**config.mk**
```make
export PLATFORM = sky130hd
export DESIGN_NAME = rvc_pins
export DESIGN_NICKNAME = d
export VERILOG_FILES = /design/src/include/rvc_pkg.sv /design/src/verilog/rvc_word_divider.sv /design/src/verilog/rvc_pins.sv
export SDC_FILE = /design/constraint.sdc
export NUM_CORES = 1
export LEC_CHECK = 0
export BUFFER_PORTS_ARGS = -buffer_cell sky130_fd_sc_hd__buf_4
export CAP_MARGIN = 20
export CORE_UTILIZATION = 63
export CTS_BUF_LIST = sky130_fd_sc_hd__clkbuf_8
export DETAILED_ROUTE_END_ITERATION = 10
export HOLD_SLACK_MARGIN = 0.03
export PLACE_DENSITY = 0.94
export SETUP_SLACK_MARGIN = 0.02
export SKIP_CTS_REPAIR_TIMING = 1
export SLEW_MARGIN = 20
export SYNTH_ARGS = -nofsm -noshare
export SYNTH_HDL_FRONTEND = slang
export SYNTH_SLANG_ARGS = --single-unit
```
**constraint.sdc**
```tcl
create_clock -name clk_sys -period 7 [get_ports clk_sys]
set_clock_uncertainty 0.05 [all_clocks]
set_input_delay 0.7 -clock clk_sys [delete_from_list [all_inputs] [get_ports clk_sys]]
set_output_delay 0.7 -clock clk_sys [all_outputs]
set_load 0.1 [all_outputs]
```
**src/include/rvc_pkg.sv**
```systemverilog
// Constants, enumerations and timing counts for the raster controller pins.
// Assumes a 50 MHz system clock; all pin timing is counted in its cycles.
package rvc_pkg;
  localparam int CLK_PERIOD_NS  = 20;
  localparam int RESET_MIN_NS   = 500;
  localparam int RESET_MIN_CYC  =
    (RESET_MIN_NS + CLK_PERIOD_NS - 1) / CLK_PERIOD_NS;
  localparam int HOST_ACC_NS    = 100;
  localparam int HOST_ACC_CYC   =
    (HOST_ACC_NS + CLK_PERIOD_NS - 1) / CLK_PERIOD_NS;
  localparam int HOST_CNT_W     = 4;
  localparam int BUS_W          = 24;
  localparam int LANE_W         = 8;
  localparam int PIX_W          = 64;
  localparam int POS_W          = 12;
  localparam int HADDR_W        = 10;
  localparam int ADDR32_LSB     = 2;
  localparam int ADDR64_LSB     = 3;
  localparam int DEF_LINE_WORDS = 16;
  localparam int DEF_HBLANK_W   = 4;
  localparam int DEF_HSYNC_W    = 2;
  localparam int DEF_FRAME_LN   = 8;
  localparam int DEF_VBLANK_LN  = 2;
  localparam int DEF_VSYNC_LN   = 1;
  localparam int DEF_XFER_POS   = 12;
  localparam logic [23:0] DEF_TOP_ROW = 24'h000000;
  localparam logic [23:0] DEF_ROW_INC = 24'h000001;
  localparam logic [2:0] BPP_1  = 3'h0;
  localparam logic [2:0] BPP_2  = 3'h1;
  localparam logic [2:0] BPP_4  = 3'h2;
  localparam logic [2:0] BPP_8  = 3'h3;
  localparam logic [2:0] BPP_15 = 3'h4;
  localparam logic [2:0] BPP_16 = 3'h5;
  localparam logic [2:0] BPP_24 = 3'h6;
  typedef enum logic [2:0] {
    X_IDLE   = 3'b000,
    X_REQ    = 3'b001,
    X_ADDR   = 3'b010,
    X_STRB_A = 3'b011,
    X_WAITB  = 3'b100,
    X_STRB_B = 3'b101,
    X_DONE   = 3'b110
  } rvc_xfer_t;
  typedef enum logic [1:0] {
    H_IDLE = 2'b00,
    H_HOLD = 2'b01,
    H_ACC  = 2'b10,
    H_END  = 2'b11
  } rvc_host_t;
endpackage

```
**src/verilog/rvc_word_divider.sv**
```systemverilog
// Divide-by-four phase counter that turns dot ticks into serial words.
// Assumes dot_tick is a one-cycle pulse on clk_sys per dot clock edge used.
`timescale 1ns/100ps
module rvc_word_divider
  import rvc_pkg::*;
(
  input  wire logic       clk_sys,
  input  wire logic       sys_rst,
  input  wire logic       clk_en,
  input  wire logic       dot_tick,
  output logic [1:0]      phase,
  output logic            word_tick,
  output logic            half_tick
);
  typedef struct packed {
    logic [1:0] phase;
    logic       word_tick;
    logic       half_tick;
  } rvc_div_state_t;

  rvc_div_state_t st;
  rvc_div_state_t next_st;

  always_comb begin
    next_st = st;
    next_st.word_tick = 1'b0;
    next_st.half_tick = 1'b0;
    if (dot_tick) begin
      next_st.phase = st.phase + 2'h1;
      next_st.word_tick = (st.phase == 2'h3);
      next_st.half_tick = (st.phase == 2'h1);
    end
  end

  always_ff @(posedge clk_sys) begin
    if (sys_rst) begin
      st <= '0;
    end else if (clk_en) begin
      st <= next_st;
    end
  end

  assign phase = st.phase;
  assign word_tick = st.word_tick;
  assign half_tick = st.half_tick;
endmodule

```
**src/verilog/rvc_pins.sv**
```systemverilog
// Pin-level core of a raster video controller: timing, VRAM transfer,
// micro port and pixel capture, all run on the 50 MHz system clock.
// Assumes every pin input comes from outside the clock domain.
// What this block does
// - The vertical blank flag is high exactly while a blanked line runs.
// - A transfer raises the DMA request and waits for the grant first.
// - Wait goes high at each host access and stays high until any transfer has ended and its nominal access time has run.
// - Data uses all 24 lines; addresses sit at bit 2 or bit 3 upward.
// - During a transfer the block drives the row address onto the bus.
// - The serial clock runs at one quarter of the dot rate.
// - Interleaved shift clocks run in anti-phase, else only A toggles.
// - Each reload strobe starts on the active edge of its own shift clock.
// - The blanking pin is input or output as the mode input selects.
// - Eight byte lanes form the pixel word, lane a lowest, lane h highest.
// - One pixel word is latched per serial clock period.
// - A shorted loop filter bypasses the multiplier for direct dot clock.
// - The reference clock feeds the multiplier or is the dot clock.
// - Sync pins are outputs in master mode and sampled inputs in slave.
// - Depths of 1, 2, 4, 8, 15, 16 and 24 bits per pixel are supported.
`timescale 1ns/100ps
module rvc_pins
  import rvc_pkg::*;
#(
  parameter int          LINE_WORDS = DEF_LINE_WORDS,
  parameter int          HBLANK_W   = DEF_HBLANK_W,
  parameter int          HSYNC_W    = DEF_HSYNC_W,
  parameter int          FRAME_LN   = DEF_FRAME_LN,
  parameter int          VBLANK_LN  = DEF_VBLANK_LN,
  parameter int          VSYNC_LN   = DEF_VSYNC_LN,
  parameter int          XFER_POS   = DEF_XFER_POS,
  parameter logic [23:0] TOP_ROW    = DEF_TOP_ROW,
  parameter logic [23:0] ROW_INC    = DEF_ROW_INC
)(
  input  wire logic               clk_sys,
  input  wire logic               sys_rst,
  input  wire logic               clk_en,
  input  wire logic               dot_ref_clock,
  input  wire logic               loop_filter_shorted,
  input  wire logic               times_one_mode,
  input  wire logic               slave_mode,
  input  wire logic               blank_output_mode,
  input  wire logic               interleave_mode,
  input  wire logic               dma_disable,
  input  wire logic               align_64bit,
  input  wire logic [2:0]         bits_per_pixel_code,
  input  wire logic               dma_grant_in,
  input  wire logic               host_read_select,
  input  wire logic               host_output_enable_n,
  input  wire logic               host_select_n,
  input  wire logic [BUS_W-1:0]   muxed_addr_data_in,
  input  wire logic               composite_blank_in,
  input  wire logic               vertical_sync_in_n,
  input  wire logic               composite_or_line_sync_in_n,
  input  wire logic [LANE_W-1:0]  pixel_byte_lane_a,
  input  wire logic [LANE_W-1:0]  pixel_byte_lane_b,
  input  wire logic [LANE_W-1:0]  pixel_byte_lane_c,
  input  wire logic [LANE_W-1:0]  pixel_byte_lane_d,
  input  wire logic [LANE_W-1:0]  pixel_byte_lane_e,
  input  wire logic [LANE_W-1:0]  pixel_byte_lane_f,
  input  wire logic [LANE_W-1:0]  pixel_byte_lane_g,
  input  wire logic [LANE_W-1:0]  pixel_byte_lane_h,
  output logic                    vertical_blank_flag,
  output logic                    dma_request_out,
  output logic                    host_wait,
  output logic [BUS_W-1:0]        muxed_addr_data_out,
  output logic                    muxed_addr_data_oe_n,
  output logic [HADDR_W-1:0]      host_access_addr,
  output logic [BUS_W-1:0]        host_write_data,
  output logic                    host_write_strobe,
  output logic                    pixel_word_clock_n,
  output logic                    vram_shift_clock_a_n,
  output logic                    vram_shift_clock_b_n,
  output logic                    vram_reload_strobe_a,
  output logic                    vram_reload_strobe_b,
  output logic                    composite_blank_out,
  output logic                    composite_blank_oe_n,
  output logic                    vertical_sync_out_n,
  output logic                    composite_or_line_sync_out_n,
  output logic                    sync_oe_n,
  output logic [PIX_W-1:0]        pixel_word,
  output logic                    pixel_word_valid,
  output logic                    pixel_word_blanked,
  output logic [6:0]              pixels_per_word,
  output logic                    dot_clock_direct
);
  localparam logic [POS_W-1:0] LAST_WORD = POS_W'(LINE_WORDS - 1);
  localparam logic [POS_W-1:0] HBL_START = POS_W'(LINE_WORDS - HBLANK_W);
  localparam logic [POS_W-1:0] HSYNC_END = POS_W'(HSYNC_W);
  localparam logic [POS_W-1:0] LAST_LINE = POS_W'(FRAME_LN - 1);
  localparam logic [POS_W-1:0] VBL_END   = POS_W'(VBLANK_LN);
  localparam logic [POS_W-1:0] VSYNC_END = POS_W'(VSYNC_LN);
  localparam logic [POS_W-1:0] XFER_AT   = POS_W'(XFER_POS);
  localparam logic [HOST_CNT_W-1:0] HOST_LAST =
    HOST_CNT_W'(HOST_ACC_CYC - 1);

  typedef struct packed {
    logic [1:0]          ref_s, short_s, vs_s, hs_s, blk_s, gnt_s;
    logic [1:0]          sel_s, rd_s, oe_s;
    logic                ref_d, vs_d, hs_d, sel_d;
    logic [BUS_W-1:0]    bus_s1, bus_s2;
    logic [PIX_W-1:0]    pix_s1, pix_s2;
    logic [POS_W-1:0]    word_pos, line;
    logic                vflag, vsync_n, hsync_n, sync_oe_n, slave;
    logic                blank_out, blank_oe_n, ilv, direct;
    logic                pclk_n, shift_a_n, shift_b_n;
    rvc_xfer_t           xst;
    logic                dma_req, strobe_a, strobe_b;
    logic [BUS_W-1:0]    row;
    rvc_host_t           hst;
    logic [HOST_CNT_W-1:0] hcnt;
    logic                wait_o, hwr, hstrobe;
    logic [HADDR_W-1:0]  haddr;
    logic [BUS_W-1:0]    hwdata, bus_out;
    logic                bus_oe_n;
    logic [PIX_W-1:0]    pix_word;
    logic                pix_valid, pix_blank;
    logic [6:0]          ppw;
  } rvc_top_state_t;

  rvc_top_state_t st;
  rvc_top_state_t next_st;
  logic [1:0]     div_phase;
  logic           word_tick;
  logic           half_tick;
  logic           dot_tick;
  logic           ref_rise;
  logic           ref_fall;

  // Pixels held by one 64-bit word; the 15- and 24-bit modes pad each pixel.
  function automatic logic [6:0] pixels_in_word(input logic [2:0] code);
    case (code)
      BPP_1:   pixels_in_word = 7'h40;
      BPP_2:   pixels_in_word = 7'h20;
      BPP_4:   pixels_in_word = 7'h10;
      BPP_8:   pixels_in_word = 7'h08;
      BPP_15:  pixels_in_word = 7'h04;
      BPP_16:  pixels_in_word = 7'h04;
      BPP_24:  pixels_in_word = 7'h02;
      default: pixels_in_word = 7'h00;
    endcase
  endfunction

  assign ref_rise = st.ref_s[1] & ~st.ref_d;
  assign ref_fall = ~st.ref_s[1] & st.ref_d;
  // The multiplier doubles the reference; direct mode uses rising edges.
  assign dot_tick = st.direct ? ref_rise : (ref_rise | ref_fall);

  rvc_word_divider u_div (
    .clk_sys   (clk_sys),
    .sys_rst   (sys_rst),
    .clk_en    (clk_en),
    .dot_tick  (dot_tick),
    .phase     (div_phase),
    .word_tick (word_tick),
    .half_tick (half_tick)
  );

  always_comb begin
    next_st = st;
    next_st.ref_s   = {st.ref_s[0], dot_ref_clock};
    next_st.short_s = {st.short_s[0], loop_filter_shorted};
    next_st.vs_s    = {st.vs_s[0], vertical_sync_in_n};
    next_st.hs_s    = {st.hs_s[0], composite_or_line_sync_in_n};
    next_st.blk_s   = {st.blk_s[0], composite_blank_in};
    next_st.gnt_s   = {st.gnt_s[0], dma_grant_in};
    next_st.sel_s   = {st.sel_s[0], host_select_n};
    next_st.rd_s    = {st.rd_s[0], host_read_select};
    next_st.oe_s    = {st.oe_s[0], host_output_enable_n};
    next_st.ref_d   = st.ref_s[1];
    next_st.vs_d    = st.vs_s[1];
    next_st.hs_d    = st.hs_s[1];
    next_st.sel_d   = st.sel_s[1];
    next_st.bus_s1  = muxed_addr_data_in;
    next_st.bus_s2  = st.bus_s1;
    next_st.pix_s1  = {pixel_byte_lane_h, pixel_byte_lane_g,
                       pixel_byte_lane_f, pixel_byte_lane_e,
                       pixel_byte_lane_d, pixel_byte_lane_c,
                       pixel_byte_lane_b, pixel_byte_lane_a};
    next_st.pix_s2  = st.pix_s1;
    next_st.direct  = st.short_s[1] | times_one_mode;
    next_st.ilv     = interleave_mode;
    next_st.slave   = slave_mode;
    next_st.ppw     = pixels_in_word(bits_per_pixel_code);

    // Screen position in serial words; slave mode follows the sync pins.
    if (word_tick) begin
      if (st.word_pos == LAST_WORD) begin
        next_st.word_pos = '0;
        next_st.line = (st.line == LAST_LINE) ? '0 : st.line + 1'b1;
      end else begin
        next_st.word_pos = st.word_pos + 1'b1;
      end
    end
    if (st.slave && st.hs_d && !st.hs_s[1]) begin
      next_st.word_pos = '0;
      next_st.line = st.line + 1'b1;
    end
    if (st.slave && st.vs_d && !st.vs_s[1]) begin
      next_st.line = '0;
    end
    next_st.vflag = (next_st.line < VBL_END);
    next_st.vsync_n = !(next_st.line < VSYNC_END);
    next_st.hsync_n = !(next_st.word_pos < HSYNC_END);
    next_st.sync_oe_n = next_st.slave;
    next_st.blank_out = next_st.vflag || (next_st.word_pos >= HBL_START);
    next_st.blank_oe_n = !blank_output_mode;

    // Serial and shift clocks follow the divider's phase.
    next_st.pclk_n = div_phase[1];
    next_st.shift_a_n = div_phase[1];
    next_st.shift_b_n = next_st.ilv ? ~div_phase[1] : 1'b1;

    // Pixel capture once per serial word, blanking from the chosen source.
    next_st.pix_valid = word_tick;
    if (word_tick) begin
      next_st.pix_word = st.pix_s2;
      next_st.pix_blank = blank_output_mode ? st.blank_out : st.blk_s[1];
    end

    // VRAM shift-register reload sequence.
    case (st.xst)
      X_IDLE: begin
        if (word_tick && st.word_pos == XFER_AT && !dma_disable &&
            !st.vflag) begin
          next_st.xst = X_REQ;
          next_st.dma_req = 1'b1;
        end
      end
      X_REQ: begin
        if (st.gnt_s[1]) begin
          next_st.xst = X_ADDR;
          next_st.bus_out = st.row;
          next_st.bus_oe_n = 1'b0;
        end
      end
      X_ADDR: begin
        if (word_tick) begin
          next_st.xst = X_STRB_A;
          next_st.strobe_a = 1'b1;
        end
      end
      X_STRB_A: begin
        if (word_tick) begin
          next_st.strobe_a = 1'b0;
          next_st.xst = st.ilv ? X_WAITB : X_DONE;
        end
      end
      X_WAITB: begin
        if (half_tick) begin
          next_st.xst = X_STRB_B;
          next_st.strobe_b = 1'b1;
        end
      end
      X_STRB_B: begin
        if (half_tick) begin
          next_st.strobe_b = 1'b0;
          next_st.xst = X_DONE;
        end
      end
      default: begin
        next_st.xst = X_IDLE;
        next_st.dma_req = 1'b0;
        next_st.bus_oe_n = 1'b1;
        next_st.row = st.row + ROW_INC;
      end
    endcase
    if (st.vflag && st.xst == X_IDLE) begin
      next_st.row = TOP_ROW;
    end

    // Micro port access, stretched while a transfer owns the bus.
    next_st.hstrobe = 1'b0;
    case (st.hst)
      H_IDLE: begin
        if (st.sel_d && !st.sel_s[1]) begin
          next_st.hst = H_HOLD;
          next_st.wait_o = 1'b1;
          next_st.hwr = !st.rd_s[1];
          next_st.haddr = align_64bit ?
            st.bus_s2[ADDR64_LSB +: HADDR_W] :
            st.bus_s2[ADDR32_LSB +: HADDR_W];
        end
      end
      H_HOLD: begin
        if (st.xst == X_IDLE) begin
          next_st.hst = H_ACC;
          next_st.hcnt = '0;
        end
      end
      H_ACC: begin
        next_st.hcnt = st.hcnt + 1'b1;
        if (st.hcnt == HOST_LAST) begin
          next_st.hst = H_END;
          next_st.wait_o = 1'b0;
          if (st.hwr) begin
            next_st.hwdata = st.bus_s2;
            next_st.hstrobe = 1'b1;
          end
        end
      end
      default: begin
        if (st.sel_s[1]) begin
          next_st.hst = H_IDLE;
        end
      end
    endcase
    // Host read data may use the bus only while no row address owns it.
    if (next_st.xst == X_IDLE || next_st.xst == X_REQ) begin
      if (st.hst != H_IDLE && !st.hwr && !st.oe_s[1] && !st.sel_s[1]) begin
        next_st.bus_out = {st.line, st.word_pos};
        next_st.bus_oe_n = 1'b0;
      end else if (st.xst == X_IDLE || !st.bus_oe_n) begin
        next_st.bus_oe_n = 1'b1;
      end
    end
  end

  always_ff @(posedge clk_sys) begin
    if (sys_rst) begin
      st <= '0;
      st.vs_s <= 2'h3;
      st.hs_s <= 2'h3;
      st.sel_s <= 2'h3;
      st.oe_s <= 2'h3;
      st.vs_d <= 1'b1;
      st.hs_d <= 1'b1;
      st.sel_d <= 1'b1;
      st.vflag <= 1'b1;
      st.vsync_n <= 1'b1;
      st.hsync_n <= 1'b1;
      st.sync_oe_n <= 1'b1;
      st.blank_oe_n <= 1'b1;
      st.pclk_n <= 1'b1;
      st.shift_a_n <= 1'b1;
      st.shift_b_n <= 1'b1;
      st.bus_oe_n <= 1'b1;
    end else if (clk_en) begin
      st <= next_st;
    end
  end

  assign vertical_blank_flag = st.vflag;
  assign dma_request_out = st.dma_req;
  assign host_wait = st.wait_o;
  assign muxed_addr_data_out = st.bus_out;
  assign muxed_addr_data_oe_n = st.bus_oe_n;
  assign host_access_addr = st.haddr;
  assign host_write_data = st.hwdata;
  assign host_write_strobe = st.hstrobe;
  assign pixel_word_clock_n = st.pclk_n;
  assign vram_shift_clock_a_n = st.shift_a_n;
  assign vram_shift_clock_b_n = st.shift_b_n;
  assign vram_reload_strobe_a = st.strobe_a;
  assign vram_reload_strobe_b = st.strobe_b;
  assign composite_blank_out = st.blank_out;
  assign composite_blank_oe_n = st.blank_oe_n;
  assign vertical_sync_out_n = st.vsync_n;
  assign composite_or_line_sync_out_n = st.hsync_n;
  assign sync_oe_n = st.sync_oe_n;
  assign pixel_word = st.pix_word;
  assign pixel_word_valid = st.pix_valid;
  assign pixel_word_blanked = st.pix_blank;
  assign pixels_per_word = st.ppw;
  assign dot_clock_direct = st.direct;
endmodule

```
After elaboration in Yosys (flattened, before gate mapping)

Cells that the tools add are included.

Bits in registers: 408
Output and inout port bits: 147
Word-level logic and storage cells: 197

Add/sub/neg operators: 5
Order comparisons: 4
Equality and inequality tests: 29
Muxes and demuxes: 48
Bitwise operators: 8
Reduce and logical (&&, ||, !) cells: 52

Operator list:

| kind                                                        | number |
|---|---|
| two-way mux 24 bit                                          | 6 |
| two-way mux 25 bit                                          | 2 |
| two-way mux 12 bit                                          | 4 |
| one-hot mux 7 bit (6 select lines)                          | 1 |
| adder 12 x 1 -> 12 bit, second input constant               | 2 |
| adder 24 x 1 -> 24 bit, second input constant               | 1 |
| equality test 12 x 4 -> 1 bit, second input constant        | 2 |
| less-than comparator 12 x 2 -> 1 bit, second input constant | 2 |
| one-hot mux 3 bit (6 select lines)                          | 1 |
| AND reduction 4 bit                                         | 4 |
| equality test 3 bit, second input constant                  | 5 |
| two-way mux 3 bit                                           | 5 |
| two-way mux 1 bit                                           | 13 |
| equality test 12 x 3 -> 1 bit, second input constant        | 1 |
| equality test 3 x 2 -> 1 bit, second input constant         | 4 |
| >= comparator 12 x 4 -> 1 bit, second input constant        | 1 |
| logical AND 1 bit                                           | 12 |
| logical NOT 1 bit                                           | 12 |
| less-than comparator 12 x 1 -> 1 bit, second input constant | 1 |
| two-way mux 2 bit                                           | 6 |
| two-way mux 10 bit                                          | 1 |
| inequality test 2 x 1 -> 1 bit, second input constant       | 5 |
| one-hot mux 1 bit (2 select lines)                          | 5 |
| nonzero test 2 bit                                          | 5 |
| 24 further kinds                                            | 45 |

Logic depth before layout (Yosys ltp)

Gate-level depths: netlist of the first run.

Depth after elaboration: 9
Mapped depth: 9
Mapped depth without buffers: 8

Hierarchy

From an unflattened synthesis of the first run, not the netlist that was laid out.

Cell total of the unflattened synthesis: 1949
Area, all modules: 16962.5 um^2

Modules (own cells, without submodules):

| module           | times used | cells each | area each (um^2) |
|---|---|---|---|
| rvc_pins         | 1          | 1930       | 16774.8 |
| rvc_word_divider | 1          | 19         | 187.7 |

Worst setup path after synthesis of the first run

No wires, ideal clock.

Kind: register to register
From: register st (netlist bit vertical_blank_flag)
To: register st[154] (netlist bit)
Arrival: 2502 ps
Data required time: 6822 ps
Path slack: 4320 ps
Stages on the path, launching flop included: 9
Path buffers: 1
Cells stage by stage: dfxtp_1 nor4b_1 o2111ai_1 nor3_1 and2_1 clkbuf_1 nand4_1 xor2_1 nor2_1

Cells in the longest elaborated chain, start to end: 3
Elaborated cells on any way between the ends: 4
Those cells by class: 1 x eq/ne; 1 x mux; 2 x reduce/logical

Ends and longest elaborated chain:

| element                                         | line            | source |
|---|---|---|
| start, declared                                 | rvc_pins.sv:120 | `rvc_top_state_t st;` |
| start signal, assigned                          | rvc_pins.sv:338 | `st <= next_st;` |
| logical AND 1 bit (*)                           | rvc_pins.sv:267 | `if (st.vflag && st.xst == X_IDLE) begin` |
| inequality test 2 x 1 -> 1 bit (no source line) | n/a             |  |
| AND reduction 2 bit (no source line)            | n/a             |  |

Mark *: on every way between the ends. The rest lies on a longest branch, timed or not.
A chain may end at the register's enable or synchronous reset.

Worst setup path after layout of the first run

From: register st[195] (netlist bit)
To: register st (netlist bit vertical_sync_out_n)

Cells in the longest elaborated chain, start to end: 7

Ends and longest elaborated chain:

| element                              | line            | source |
|---|---|---|
| equality test 12 x 4 -> 1 bit        | rvc_pins.sv:187 | `if (st.word_pos == LAST_WORD) begin` |
| two-way mux 12 bit                   | rvc_pins.sv:187 |  |
| two-way mux 24 bit                   | rvc_pins.sv:186 | `if (word_tick) begin` |
| two-way mux 24 bit                   | rvc_pins.sv:194 | `if (st.slave && st.hs_d && !st.hs_s[1]) begin` |
| two-way mux 12 bit                   | rvc_pins.sv:198 | `if (st.slave && st.vs_d && !st.vs_s[1]) begin` |
| less-than comparator 12 x 1 -> 1 bit | rvc_pins.sv:202 | `next_st.vsync_n = !(next_st.line < VSYNC_END);` |
| logical NOT 1 bit                    | rvc_pins.sv:202 |  |

Every way passes these cells.

==> impl_metrics.ini, run 1 <==
[synth]
syn_nets = 2009
synth_top_area_share_pct = 48.6
synth_cell_types = 62
async_reset_ff_share_pct = 0
synth_top_cell_by_area = dfxtp_1
yosys_warnings = 0
synth_cells = 1887
yosysSeqAreaShare_pct = 48.6
syn_area_per_cell_um2 = 8.89
netlist_area_um2 = 16800
synth_edf_count = 0
synth_area_leaders = dfxtp_1 49%, mux2i_1 13%, nor2_1 6.4%
ys.flop_type = dfxtp_1
synth_seq_cells = 407

[sta]
tightest_slew_ns = 1.06
setup_viol = 0
max-slew-margin-rel_pct = 29.4
hold_violations = 0
fin_crit_sh_pct = 45.0
min_period_ns = 3.15
slew_violations = 0
worst_slack_ns = 3.85
fmax_mhz = 317
fin_setup_tns_ns = 0
rsz0062_at_grt = false

[global_route]
antenna_found_initial = 2
grt_use_total_pct = 28.0
grt_pass1_vias = 12986
grt_remaining_overflow = 0
grt_pass1_wl_um = 61600
grt_max_degree = 149

[final_layout]
fillers = 1822
stdcell_area_um2 = 19100
nets = 2082
drive_above_1_share_pct = 19.2
syn_to_final_growth_pct = 13.9

[placed_design]
dp_slack_ns = 3.50
io_buffers = 254
hpwl_um = 24400
gp_congestion = 0.860
placed_area_um2 = 17700

[power_and_ir_drop]
finalPower_mw = 4.81
p_leak_nw = 8.19
p_comb_share_pct = 6.6
seqPwrFrac_pct = 50.2
p_sw_mw = 1.17
switching_share_pct = 24.4
clkPwrFrac_pct = 43.1
p_per_area_nw_per_um2 = 252
p_int_mw = 3.64
vdd_drop_max_mv = 0.212

[critical_path]
path_cells = ha_1 -> nand4_1 -> or3_1 -> o21ai_1 -> a311oi_1 -> nor4_2 -> o211ai_1
reg2reg_to = vertical_sync_out_n
worstSetupPathType = reg2reg
cp.required_ns = 7.39
critPathSlowestCell = o21ai_1
rr_startpoint = st[195]
crit_fanout = 13
startpoint = st[195]
start_kind = flip-flop
worstSetupEndpointType = flip-flop
cp-endpoint = vertical_sync_out_n
arrival_ns = 3.54
reg2reg_depth = 7
max_stage_delay_ns = 0.71
rrSetupSlack_ns = 3.85

[cts]
clk_latency_ns = 0.58
htreeDepth = 3
clock_sinks = 407
cts_max_path_buffers = 3
cts-root-buf = clkbuf_8
cts_made_buffers = 66
cts_tree = done
clkTransAtPathRegs_ns = 0.06

[die]
io_pins = 256
dieArea_um2 = 27300
num_rows = 59
die_w_um = 165
start_util_pct = 64.4
die_h_um = 165
coreArea_um2 = 26100

[route]
dr_total_vias = 13309
via_per_inst = 5.68
wl_met2_um = 19200
drt_wl_total_um = 39100
postRouteAntennaNets = 0
wl_met3_um = 3010
highest_layer = met5
drt_first_pass_iters = 6
dr.first_iter.drc_count = 1009
m1WireLength_um = 15500
wire_per_inst_um = 16.7
drc = 0

[min_path]
hp-class = in2reg

[run]
cap_viol_max_count = 0

[run_status]
outcome = finished, final reports clean
==> registers in the layout, summed over array words and instances (netlist names), 2 cells and up <==
name / flops
host_access_addr: 10
next_st: 101
pixels_per_word: 6
st: 157
pixel_word: 64
muxed_addr_data_out: 24
u_div.phase: 2
host_write_data: 24
==> power groups by stage <==
stage	clock network [mW]	registers (mW)	logic [mW]
CTS	2.12	2.42	0.318
detailed placement	0	2.47	0.314
floorplan	0	2.48	0.199
global route	2.22	2.42	0.342
global placement	0	2.46	0.303
finish	2.08	2.42	0.319
==> cells by family (layout without fill, tap and decap cells) <==
| logic type | Yosys count | in the layout | share of synthesized area, % |
|---|---|---|---|
| adder cells (fa/ha/maj) | 13 | 13 | 0.970 |
| buffers and inverters | 277 | 397 | 9.17 |
| AO/OA/AOI/OAI | 295 | 295 | 10.0 |
| other | 1 | 2 | 0.0224 |
| AND/OR/NAND/NOR | 643 | 643 | 16.5 |
| flip-flops | 407 | 407 | 48.6 |
| XOR/XNOR | 35 | 35 | 1.83 |
| multiplexers | 216 | 216 | 12.9 |
==> per-stage QoR <==
stage	utilization, %	hold slack [ns]	instances
global placement	68.1	0.374	2227
floorplan	-	0.362	1887
global route	73.3	0.282	2342
finish	73.3	0.303	2343
detailed placement	68.1	0.378	2227
CTS	73.3	0.265	2342
==> cells in the final DEF, fill, tap and decap left out, types with 4 or more instances in the layout <==
| master | instances |
|---|---|
| clkbuf_8 | 85 |
| a211oi_1 | 19 |
| a31oi_1 | 4 |
| a21oi_1 | 160 |
| or2_2 | 5 |
| or3_1 | 8 |
| dfxtp_1 | 407 |
| and3_1 | 8 |
| mux2i_1 | 216 |
| nor4_1 | 5 |
| clkinv_2 | 5 |
| o21ai_0 | 50 |
| nor3b_1 | 7 |
| nor3_2 | 5 |
| ha_1 | 13 |
| nand2_1 | 240 |
| nor2_1 | 287 |
| nand3b_1 | 5 |
| nand3_1 | 19 |
| inv_1 | 34 |
| nor3_1 | 16 |
| o22ai_1 | 25 |
| xor2_1 | 22 |
| o21ai_1 | 7 |
| and4_1 | 6 |
| buf_4 | 264 |
| nand4_1 | 9 |
| xnor2_1 | 13 |
==> area by class of cell <==
type,instances,area [um^2],share of cell area [%]
Timing Repair Buffer,266,2010,10.5
Tap cell,335,419,2.19
Inverter,16,60.1,0.314
Antenna cell,1,2.50,0.0131
Sequential cell,407,8150,42.6
Clock buffer,85,1170,6.12
Clock inverter,30,191,1.00
Multi-Input combinational cell,1203,7110,37.2
==> worst max-delay path, delay by kind of cell (launching register included) <==
family	cells	cell delay, ns
AND/OR/NAND/NOR	3	1.20
adder cells (fa/ha/maj)	1	0.31
AO/OA/AOI/OAI	3	1.01
flip-flops	1	0.46
==> metal layers <==
| layer | vias up | GRT usage (%) |
|---|---|---|
| met5 | - | 0 |
| met4 | 4 | 13.8 |
| li1 | 6400 | - |
| met2 | 515 | 47.2 |
| met3 | 112 | 7.67 |
| met1 | 6278 | 32.5 |
==> worst min path at each step <==
stage,to,cells past startpoint,slack [ns],start
2_1_floorplan,st[133],1,0.36,st[390]
3_3_place_gp,st[133],1,0.37,st[390]
3_5_place_dp,st[133],1,0.38,st[390]
4_1_cts,next_st[392],3,0.27,host_select_n
5_1_grt,next_st[392],3,0.28,host_select_n
6_report,next_st[254],3,0.30,pixel_byte_lane_f[7]
==> synth_stat cells (4+ instances only) <==
cell / count
dfxtp_1: 407
nor2_1: 288
nand2_1: 241
mux2i_1: 216
a21oi_1: 160
buf_4: 130
clkbuf_1: 106
o21ai_0: 50
o22ai_1: 25
xor2_1: 22
buf_1: 21
a211oi_1: 19
nand3_1: 19
nor3_1: 17
inv_1: 16
ha_1: 13
xnor2_1: 13
nand4_1: 9
and3_1: 8
or3_1: 8
nor3b_1: 7
o21ai_1: 7
and4_1: 6
nand3b_1: 5
nor4_1: 5
or2_2: 5
a31oi_1: 4
nor3_2: 4
Note: power is estimated with default switching activity, not from simulation.
==> run 2, diff against run 1 <==
Settings changed: ABC_AREA set to 1, CORE_UTILIZATION 63 to 59, PLACE_DENSITY 0.94 to 0.89.
Clock period 7 ns to 3.1 ns, I/O delays scaled along.
==> run 2 against run 1 <==
Sequential cell count did not move. Maximum frequency rose by 35%. Critical path depth is the same. Register-to-register slack got worse by 3.1 ns. Worst setup slack worse by 3.1 ns. Die area increased by 9.1%. Combinational power rose to 4.0 times the previous value. Sequential share of layout area decreased by 3.0 points. Largest cell class unchanged.
==> impl_metrics.ini, run 2 <==
[run_status]
outcome = finished, final reports clean

[critical_path]
start_kind = flip-flop
worstSetupPathType = reg2reg
startpoint = st[139]
reg2reg_depth = 7
cp.required_ns = 3.58
worstSetupEndpointType = flip-flop
rrSetupSlack_ns = 0.77
rr_startpoint = st[139]
arrival_ns = 2.81
reg2reg_to = host_write_data[2]
crit_fanout = 34

[cts]
clkTransAtPathRegs_ns = 0.07
cts_tree = done
htreeDepth = 2
cts_made_buffers = 61
cts-root-buf = clkbuf_8
clock_sinks = 407
cts_max_path_buffers = 3
clk_latency_ns = 0.65

[power_and_ir_drop]
p_sw_mw = 3.12
vdd_drop_max_mv = 0.405
p_int_mw = 8.40
p_per_area_nw_per_um2 = 561
switching_share_pct = 27.1
seqPwrFrac_pct = 48.9
p_leak_nw = 8.88
p_comb_share_pct = 11.0
clkPwrFrac_pct = 40.2
finalPower_mw = 11.5

[synth]
synth_cell_types = 50
synth_edf_count = 0
synth_seq_cells = 407
yosysSeqAreaShare_pct = 47.5
ys.flop_type = dfxtp_1
synth-simple-area-share_pct = 22.6
syn_nets = 2425
synth_cells = 2303
yosys_warnings = 0
synth_top_cell_by_area = dfxtp_1
synth-xor-area-share_pct = 0.153
synth_compound_area_share_pct = 17.4
syn_area_per_cell_um2 = 7.45
synthMuxAreaShare_pct = 0
synth_area_leaders = dfxtp_1 48%, nor2_1 13%, o21ai_0 11%
async_reset_ff_share_pct = 0
netlist_area_um2 = 17200
synth.most_common_cell = nor2_1
ys_top_cells_by_count = 580 x nor2_1, 407 x dfxtp_1, 360 x o21ai_0, 224 x nand2_1, 138 x a21oi_1
synth_fa_ha_area_share_pct = 0.948
synth_top_area_share_pct = 47.5
synth_top_family_by_area = simple AND/OR/NAND/NOR gates

[sta]
fmax_mhz = 429
hold_ws_ns = 0.0526
tightest_slew_ns = 1.01
fin_setup_tns_ns = 0
rsz0062_at_grt = false
min_period_ns = 2.33
slew_violations = 0
fin_crit_sh_pct = 75.1
max-slew-margin-rel_pct = 32.8
hold_violations = 0
setup_viol = 0

[final_layout]
mostFrequentLayoutCell = nor2_1
largest_reg_flops = 157
syn_to_final_growth_pct = 19.8
drive_above_1_share_pct = 16.3
diodes = 0
fillers = 2086
nets = 2594
largest-register = st
mostFrequentLayoutCells = 580 x nor2_1, 407 x dfxtp_1, 360 x o21ai_0, 267 x buf_4, 223 x nand2_1

[die]
die_h_um = 173
dieArea_um2 = 29800
coreArea_um2 = 28600
start_util_pct = 59.9
io_pins = 256
num_rows = 62
die_w_um = 173

[route]
drc = 0
postRouteAntennaNets = 0
drt_first_pass_iters = 8
wire_per_inst_um = 16.5
dr_total_vias = 16237
drt_wl_total_um = 48000
dr.first_iter.drc_count = 1636
via_per_inst = 5.59

[global_route]
grt_remaining_overflow = 0
antenna_found_initial = 0
grt_max_degree = 176
grt_use_total_pct = 27.1
grt_pass1_vias = 14256
grt_pass1_wl_um = 68200

[min_path]
hp-class = in2reg
hold_depth = 2
holdPathEnd = st[197]
hold_start = clk_en

[placed_design]
io_buffers = 254
gp_congestion = 0.933
hpwl_um = 26700

[run]
cap_viol_max_count = 0
[run 2: cell types whose count changed in the layout (fill, tap and decap cells not counted), sizes merged, moves of 23 or more]
cell / change
dlygate4sd3: +107
inv: +87
mux2i: -216
nand3: +74
nor2: +302
o211ai: +26
o21ai: +307
o22ai: -23
[run 2: critical path, cell delays in order, from the launching register on]
cell	delay, ns
dfxtp_1	0.34
inv_1	0.09
ha_1	0.30
nand4_1	0.13
buf_4	0.22
inv_1	0.75
o21ai_0	0.19
a21oi_1	0.18
[run 2: power groups by stage]
| stage | sequential, mW | clock [mW] | combinational, mW |
|---|---|---|---|
| 6_report | 5.63 | 4.63 | 1.27 |
| 5_1_grt | 5.64 | 4.93 | 1.38 |
| 4_1_cts | 5.61 | 4.64 | 1.11 |
| 3_5_place_dp | 5.72 | 0 | 1.10 |
| 3_3_place_gp | 5.72 | 0 | 1.07 |
| 2_1_floorplan | 5.76 | 0 | 0.749 |
[run 2: area by class of cell]
type / count / area, um^2 / share of cell area [%]
Clock inverter: 33 / 218 / 1.06
Clock buffer: 80 / 1100 / 5.36
Multi-Input combinational cell: 1523 / 7060 / 34.4
Timing Repair Buffer: 379 / 3160 / 15.4
Inverter: 100 / 388 / 1.89
Sequential cell: 407 / 8150 / 39.6
Tap cell: 384 / 480 / 2.34
[run 2: kinds of logic (layout without fill, tap and decap cells)]
| family | after synthesis | after routing |
|---|---|---|
| AO/OA/AOI/OAI | 560 | 560 |
| buffers and inverters | 373 | 592 |
| AND/OR/NAND/NOR | 946 | 946 |
| adder cells (fa/ha/maj) | 13 | 13 |
| XOR/XNOR | 3 | 3 |
| other | 1 | 1 |
| flip-flops | 407 | 407 |
[run 2: worst max-delay path by stage]
stage	to	slack, ns	cells past startpoint
after floorplan	st[163]	0.85	9
after global placement	host_write_data[7]	0.96	7
after detailed placement	host_write_data[6]	0.84	7
after CTS	host_write_data[2]	0.82	7
after global routing	host_write_data[7]	0.56	7
final	host_write_data[2]	0.77	7
[run 2: layer usage]
layer | GRT usage [%] | wire length [um]
met5 | 0 | 0
met4 | 12.6 | 2310
met3 | 7.45 | 3480
met2 | 44.7 | 23400
met1 | 32.8 | 18900
[run 2: stage by stage]
stage,area [um^2],utilization [%],setup WS [ns],std cells
2_1_floorplan,17200,-,0.852,2303
3_3_place_gp,18200,63.4,0.958,2686
3_5_place_dp,18200,63.4,0.843,2686
4_1_cts,19500,68.0,0.822,2799
5_1_grt,20600,71.8,0.557,2906
6_report,20600,71.8,0.771,2906
